$ cat config.mk
export PLATFORM = sky130hd
export DESIGN_NAME = jrc_regs
export DESIGN_NICKNAME = d
export VERILOG_FILES = /design/src/common/jrc_pkg.sv /design/src/hw/jrc_bank_mem.sv /design/src/hw/jrc_regs.sv
export SDC_FILE = /design/constraint.sdc
export NUM_CORES = 2
export LEC_CHECK = 0
export BUFFER_PORTS_ARGS = -buffer_cell sky130_fd_sc_hd__buf_2
export CORE_MARGIN = 8
export CORE_UTILIZATION = 40
export CTS_BUF_LIST = sky130_fd_sc_hd__clkbuf_4 sky130_fd_sc_hd__clkbuf_8
export DETAILED_ROUTE_END_ITERATION = 6
export PLACE_DENSITY = 0.65
export SLEW_MARGIN = 20
export SYNTH_ARGS = -nofsm -noshare
export SYNTH_HDL_FRONTEND = slang
export SYNTH_SLANG_ARGS = --single-unit
$ cat constraint.sdc
create_clock -name mclk -period 6.72 [get_ports mclk]
set_clock_uncertainty 0.15 [all_clocks]
set_input_delay 0.672 -clock mclk [delete_from_list [all_inputs] [get_ports mclk]]
set_output_delay 0.672 -clock mclk [all_outputs]
set_load 0.03 [all_outputs]
$ cat src/common/jrc_pkg.sv
package jrc_pkg;
  // register indices as printed; byte address is four times the index
  localparam logic [11:0] JRC_IDX_CTRL0 = 12'h300;
  localparam logic [11:0] JRC_IDX_SUBCLASS = 12'h301;
  localparam logic [11:0] JRC_IDX_LAT0 = 12'h302;
  localparam logic [11:0] JRC_IDX_LAT1 = 12'h303;
  localparam logic [11:0] JRC_IDX_PAGED_LO = 12'h401;
  localparam logic [11:0] JRC_IDX_PAGED_HI = 12'h47E;
  // field positions
  localparam int JRC_LINK_MODE_BIT = 3;
  localparam int JRC_LINK_PAGE_BIT = 2;
  localparam int JRC_LINK_EN_LSB = 0;
  localparam int JRC_LAT_W = 5;
  localparam int JRC_SUB_W = 3;
  // reset values
  localparam logic [1:0] JRC_LINK_EN_RST = 2'h0;
  localparam logic JRC_LINK_MODE_RST = 1'b0;
  localparam logic JRC_LINK_PAGE_RST = 1'b0;
  localparam logic [2:0] JRC_SUB_RST = 3'h1;
  localparam logic [4:0] JRC_LAT_RST = 5'h00;
  // paged bank: 128 words per link, of which offsets 0x01 to 0x7E (126) are reachable through the window
  localparam int JRC_BANK_DEPTH = 128;
  localparam int JRC_BANK_AW = 8;
endpackage

$ cat src/hw/jrc_bank_mem.sv
`timescale 1ns/1ps
// two link parameter banks, word selected by {page, offset}; registered read data
module jrc_bank_mem (
  input wire logic mclk,
  input wire logic we,
  input wire logic [jrc_pkg::JRC_BANK_AW-1:0] addr,
  input wire logic [7:0] wdata,
  output logic [7:0] rdata
);
  logic [7:0] mem [0:2*jrc_pkg::JRC_BANK_DEPTH-1];
  // write then registered read
  always_ff @(posedge mclk) begin
    if (we) begin
      mem[addr] <= wdata;
    end
    rdata <= mem[addr];
  end
endmodule // jrc_bank_mem

$ cat src/hw/jrc_regs.sv
// The implementer's own choice: the APB interface to the registers.
`timescale 1ns/1ps
module jrc_regs (
  input wire logic mclk,
  input wire logic sys_rst,
  input wire logic psel,
  input wire logic penable,
  input wire logic pwrite,
  input wire logic [13:0] paddr,
  input wire logic [31:0] pwdata,
  input wire logic [3:0] pstrb,
  output logic [31:0] prdata,
  output logic pready,
  output logic pslverr,
  input wire logic [4:0] latency0_in,
  input wire logic [4:0] latency1_in,
  output logic [1:0] link_enable,
  output logic link_mode,
  output logic link_page,
  output logic [2:0] subclass_select
);
  // bus decode
  logic [11:0] idx;
  logic wr_acc, bank_hit, lane0;
  // control fields
  logic [1:0] en_q, en_d;
  logic mode_q, mode_d, page_q, page_d;
  logic [2:0] sub_q, sub_d;
  logic [1:0] link_en_q, link_en_d;
  // latency synchronisers and held values
  logic [4:0] s0a_q, s0b_q, s1a_q, s1b_q;
  logic [4:0] s0c_q, s1c_q, lat0_d, lat1_d;
  logic [4:0] lat0_q, lat1_q;
  // bus answer state
  logic wait_q, wait_d;
  logic [31:0] rd_q, rd_d;
  logic ready_q, ready_d, err_q, err_d;
  logic [7:0] bank_rd;
  logic [jrc_pkg::JRC_BANK_AW-1:0] bank_addr;
  logic [6:0] bank_off;

  assign idx = paddr[13:2];
  assign lane0 = pstrb[0];
  // a write lands only at the edge where the master sees pready high
  assign wr_acc = psel && penable && pwrite && ready_q && !bank_hit;
  assign bank_hit = (idx >= jrc_pkg::JRC_IDX_PAGED_LO) && (idx <= jrc_pkg::JRC_IDX_PAGED_HI);
  assign bank_off = idx[6:0];
  // page bit picks which link bank the window reaches
  assign bank_addr = {page_q, bank_off};

  jrc_bank_mem u_bank (
    .mclk(mclk),
    .we(psel && penable && pwrite && bank_hit && lane0 && ready_q),
    .addr(bank_addr),
    .wdata(pwdata[7:0]),
    .rdata(bank_rd)
  );

  // control register next values
  always_comb begin
    en_d = en_q;
    mode_d = mode_q;
    page_d = page_q;
    sub_d = sub_q;
    if (wr_acc && lane0 && idx == jrc_pkg::JRC_IDX_CTRL0) begin
      en_d = pwdata[jrc_pkg::JRC_LINK_EN_LSB +: 2];
      mode_d = pwdata[jrc_pkg::JRC_LINK_MODE_BIT];
      page_d = pwdata[jrc_pkg::JRC_LINK_PAGE_BIT];
    end
    if (wr_acc && lane0 && idx == jrc_pkg::JRC_IDX_SUBCLASS) begin
      sub_d = pwdata[jrc_pkg::JRC_SUB_W-1:0];
    end
    link_en_d = {en_d[1] && mode_d, en_d[0]};
  end

  // a synchronised latency word is taken only once two samples agree,
  // so a word caught mid-change never reaches software
  always_comb begin
    lat0_d = lat0_q;
    lat1_d = lat1_q;
    if (s0b_q == s0c_q) begin
      lat0_d = s0b_q;
    end
    if (s1b_q == s1c_q) begin
      lat1_d = s1b_q;
    end
  end

  // bus answer: one wait cycle so the bank's registered read data is ready
  always_comb begin
    wait_d = 1'b0;
    ready_d = 1'b0;
    err_d = 1'b0;
    rd_d = rd_q;
    if (psel && penable && !ready_q) begin
      if (!wait_q) begin
        wait_d = 1'b1;
      end else begin
        ready_d = 1'b1;
        rd_d = 32'h0000_0000;
        case (1'b1)
          (idx == jrc_pkg::JRC_IDX_CTRL0): rd_d[3:0] = {mode_q, page_q, en_q};
          (idx == jrc_pkg::JRC_IDX_SUBCLASS): rd_d[2:0] = sub_q;
          (idx == jrc_pkg::JRC_IDX_LAT0): rd_d[4:0] = lat0_q;
          (idx == jrc_pkg::JRC_IDX_LAT1): rd_d[4:0] = lat1_q;
          bank_hit: rd_d[7:0] = bank_rd;
          default: err_d = 1'b1;
        endcase
        if (pwrite) begin
          rd_d = 32'h0000_0000;
        end
      end
    end
  end

  // register stage; latency inputs come from another domain, two flops first
  always_ff @(posedge mclk) begin
    if (sys_rst) begin
      en_q <= jrc_pkg::JRC_LINK_EN_RST;
      mode_q <= jrc_pkg::JRC_LINK_MODE_RST;
      page_q <= jrc_pkg::JRC_LINK_PAGE_RST;
      sub_q <= jrc_pkg::JRC_SUB_RST;
      s0a_q <= jrc_pkg::JRC_LAT_RST;
      s0b_q <= jrc_pkg::JRC_LAT_RST;
      s1a_q <= jrc_pkg::JRC_LAT_RST;
      s1b_q <= jrc_pkg::JRC_LAT_RST;
      lat0_q <= jrc_pkg::JRC_LAT_RST;
      lat1_q <= jrc_pkg::JRC_LAT_RST;
      s0c_q <= jrc_pkg::JRC_LAT_RST;
      s1c_q <= jrc_pkg::JRC_LAT_RST;
      link_en_q <= jrc_pkg::JRC_LINK_EN_RST;
      wait_q <= 1'b0;
      ready_q <= 1'b0;
      err_q <= 1'b0;
      rd_q <= 32'h0000_0000;
    end else begin
      en_q <= en_d;
      mode_q <= mode_d;
      page_q <= page_d;
      sub_q <= sub_d;
      s0a_q <= latency0_in;
      s0b_q <= s0a_q;
      s1a_q <= latency1_in;
      s1b_q <= s1a_q;
      s0c_q <= s0b_q;
      s1c_q <= s1b_q;
      lat0_q <= lat0_d;
      lat1_q <= lat1_d;
      link_en_q <= link_en_d;
      wait_q <= wait_d;
      ready_q <= ready_d;
      err_q <= err_d;
      rd_q <= rd_d;
    end
  end

  assign prdata = rd_q;
  assign pready = ready_q;
  assign pslverr = err_q;
  // link 1 runs only in dual-link mode; the gated copy has its own flop
  assign link_enable = link_en_q;
  assign link_mode = mode_q;
  assign link_page = page_q;
  assign subclass_select = sub_q;
endmodule // jrc_regs

==> metrics.txt <==
top_reg_cell synth=edfxtp_1; Setup crit end kind=flop; worst slew pin tran=1.23 ns; Comb pwr share=under 10%; Fmax=between 200 and 250 MHz; Clk network pwr share=between 40% and 50%; initial antenna violation count=5; DP Area=around 86000 um^2; fillers=about 17k; setup repair after global routing missed its margin=false; Detailed Route Iter0 Violations=approximately 4.8k; CTS clk-pin slew, worst paths=approximately 0.06 ns; worst reg2reg setup slack=between 2 and 3 ns; Syn-to-layout area delta=12.4%; Slew headroom=17.9%; Post-DRT Antenna Nets=0; first-pass GRT wire length=295 mm; PortBufs=52; maxcap violations=0; number of hold violations in the final report=0; vias in the first global route=between 40k and 50k; Synth Instances=3775; Hold WC Path Type=input port to flop; CP arrival=approximately 4.7 ns; total core area=204000 um^2; vias=~40k; worst hold start=pwdata[2]; clock sink count=around 2.1k; H-tree levels=5; fin nets=around 4.2k; final std cells w/o fill=about 7.0k; CTS Root Cell=clkbuf_8; post-synthesis cell area=between 80000 and 90000 um^2; DRC viols=0; Seq/Total Area, Yosys=approximately three quarters; Critical R2R Capture=u_bank.mem[121][0]$_DFFE_PP_; Sequential Power Share=54.6%; Internal Power=just over 20000 uW; EDFF count, synth=2048; Sw Ratio=21.9%; Post-synth ARST share=0%; CTS tree=built; via-per-instance ratio=about 5.7; Syn Area/Cell=21.7 um^2; layout cells sized above 1=slightly below 30%; gr usage total=between 10% and 20%; worst IR drop on VDD=about 0.21 mV; CP startpoint kind=input port; routed len/inst=29.5 um; total CTS buffers=352; largest net degree at the start of global routing=around 210; Power Density=slightly below 300 nW/um^2; synth unique cells=64; Routed WL=208 mm; final setup vio count=0; Final Cell Area=roughly 92000 um^2; DP HPWL=123 mm; Final Cycle Share=between 60% and 70%; Cells on Worst Hold Path=1; global route total overflow=0; Initial Util=between 40% and 50%; Final Critical Period=about 4.3 ns; P_sw=slightly below 6000 uW; yosys warns=0; Static Leak=0.0288 uW; setup TNS=0 ns; Chip Width=roughly 470 um; WP data required=7.15 ns; critical path peak fanout=80; Ports=106; full die area=220000 um^2; post-CTS resize count=0; std cell rows=approximately 170; WHS Endpoint=u_bank.mem[125][2]$_DFFE_PP_; Die Height=between 400 and 500 um; Clk Latency, worst-skew pair=between 1 and 1.5 ns; DP Worst Slack=around 1.6 ns; Fin Hold WS=0.0876 ns; Final Slew Violations=0; Pre-Repair DR Iteration Count=7; CP Class=input port to flop; final RePlAce weighted congestion=between 0.8 and 0.9; clk buf depth=4; Reg2Reg Depth=6; status=complete, no violations; Seq cells post-synth=between 2k and 2.5k; Final WS setup=roughly 2.5 ns; Placed Instances=6425; r2r startpoint=pready$_SDFF_PP0_; setup bufs post-CTS=0
==> layout make-up <==
class | count | area (um^2) | area share (%)
Sequential cell | 2115 | 62800 | 68.1
Multi-Input combinational cell | 1464 | 18000 | 19.6
Clock buffer | 482 | 5860 | 6.35
Tap cell | 2688 | 3360 | 3.65
Timing Repair Buffer | 165 | 1390 | 1.51
Clock inverter | 120 | 686 | 0.743
Inverter | 7 | 33.8 | 0.0366
Antenna cell | 3 | 7.51 | 0.00814
==> critical path: stages <==
cell and delay (ns):
buf_8 0.47, buf_12 0.57, nor2b_1 0.79, nand3_1 0.83, buf_4 0.50, nor2_1 0.64
==> through the flow <==
step | power [uW] | util (%)
final | 26600 | 45.2
after global routing | 27400 | 45.2
after detailed placement | 16100 | 41.9
after global placement | 16100 | 41.9
after floorplan | 15500 | -
after CTS | 26800 | 45.2
==> layer usage <==
| metal | up-vias | part of all wire [%] | GRT usage [%] |
|---|---|---|---|
| met5 | - | 0 | 0 |
| met4 | 0 | 3.6 | 6.43 |
| met3 | 428 | 10 | 5.05 |
| met2 | 1996 | 47 | 28.9 |
| met1 | 21392 | 40 | 25.2 |
| li1 | 16416 | - | - |
==> registers in the layout, indices dropped and copies added (netlist names), 3 cells and up <==
name	count
u_bank.mem	2048
s1b_q	5
s0b_q	5
subclass_select	3
s1c_q	5
s0a_q	5
lat1_q	5
s0c_q	5
s1a_q	5
lat0_q	5
u_bank.rdata	8
prdata	8
==> kinds of logic (layout without fill, tap and decap cells) <==
family                 count (synthesis)  in the layout  synth area share [%]
flip-flops                          2115           2115                  76.6
multiplexers                         679            679                  17.0
AND/OR/NAND/NOR                      536            536                  2.99
buffers and inverters                251            774                  1.70
AO/OA/AOI/OAI                        183            183                  1.63
XOR/XNOR                              10             10                 0.107
other                                  1             59               0.00457
==> how the worst max path moves through the flow <==
stage | startpoint | endpoint | slack (ns)
6_report | paddr[2] | u_bank.mem[121][0]$_DFFE_PP_ | 2.46
4_1_cts | paddr[2] | u_bank.mem[121][6]$_DFFE_PP_ | 2.66
3_3_place_gp | paddr[2] | u_bank.mem[153][7]$_DFFE_PP_ | 1.60
3_5_place_dp | paddr[2] | u_bank.mem[169][7]$_DFFE_PP_ | 1.61
5_1_grt | paddr[2] | u_bank.mem[137][4]$_DFFE_PP_ | 2.39
2_1_floorplan | paddr[3] | u_bank.mem[238][0]$_DFFE_PP_ | 3.28
==> power by group through the flow <==
stage | clock network, uW | logic (uW) | registers [uW]
floorplan | 0 | 716 | 14800
global placement | 0 | 1270 | 14800
detailed placement | 0 | 1290 | 14800
CTS | 11000 | 1300 | 14500
global route | 11500 | 1350 | 14500
finish | 10800 | 1290 | 14500
==> placed cells by master (no fill, tap or decap), drive strengths merged, types with 30 or more instances in the layout <==
| cell type | count |
|---|---|
| buf | 143 |
| a22oi | 45 |
| nand3 | 31 |
| dfxtp | 67 |
| nor2 | 275 |
| nor2b | 43 |
| clkinv | 106 |
| conb | 56 |
| mux4 | 569 |
| clkbuf | 490 |
| nor3 | 30 |
| edfxtp | 2048 |
| nand2 | 85 |
| mux2i | 108 |
| a21oi | 35 |
==> cell usage after synthesis (all sizes together), types with 5 or more instances <==
cell type | count | area (um^2)
nand2 | 85 | 319
o221ai | 5 | 50.0
nor3b | 5 | 37.5
mux4 | 569 | 12800
a21oi | 35 | 175
a22oi | 45 | 338
a32oi | 6 | 52.6
a22o | 9 | 78.8
inv | 6 | 22.5
edfxtp | 2048 | 61500
mux2i | 108 | 1080
nor3 | 30 | 155
a211oi | 7 | 52.6
xor2 | 6 | 52.6
o32ai | 10 | 87.6
nand3 | 31 | 155
nor4 | 7 | 43.8
or2 | 5 | 31.3
or4 | 6 | 48.8
and2 | 7 | 43.8
dfxtp | 67 | 1340
nor2b | 43 | 269
a2111oi | 5 | 62.6
nor2 | 275 | 1030
nand3b | 11 | 86.3
o22ai | 26 | 163
nand4 | 8 | 50.1
nand2b | 6 | 37.5
o21ai | 5 | 25.0
o211ai | 5 | 37.5
buf | 171 | 1090
clkbuf | 73 | 274
==> timing repair <==
action	CTS	global route
setup endpoints to repair	0	0
hold buffers	14	0
hold endpoints to repair	62	0
Note: power is estimated with default switching activity, not from simulation.
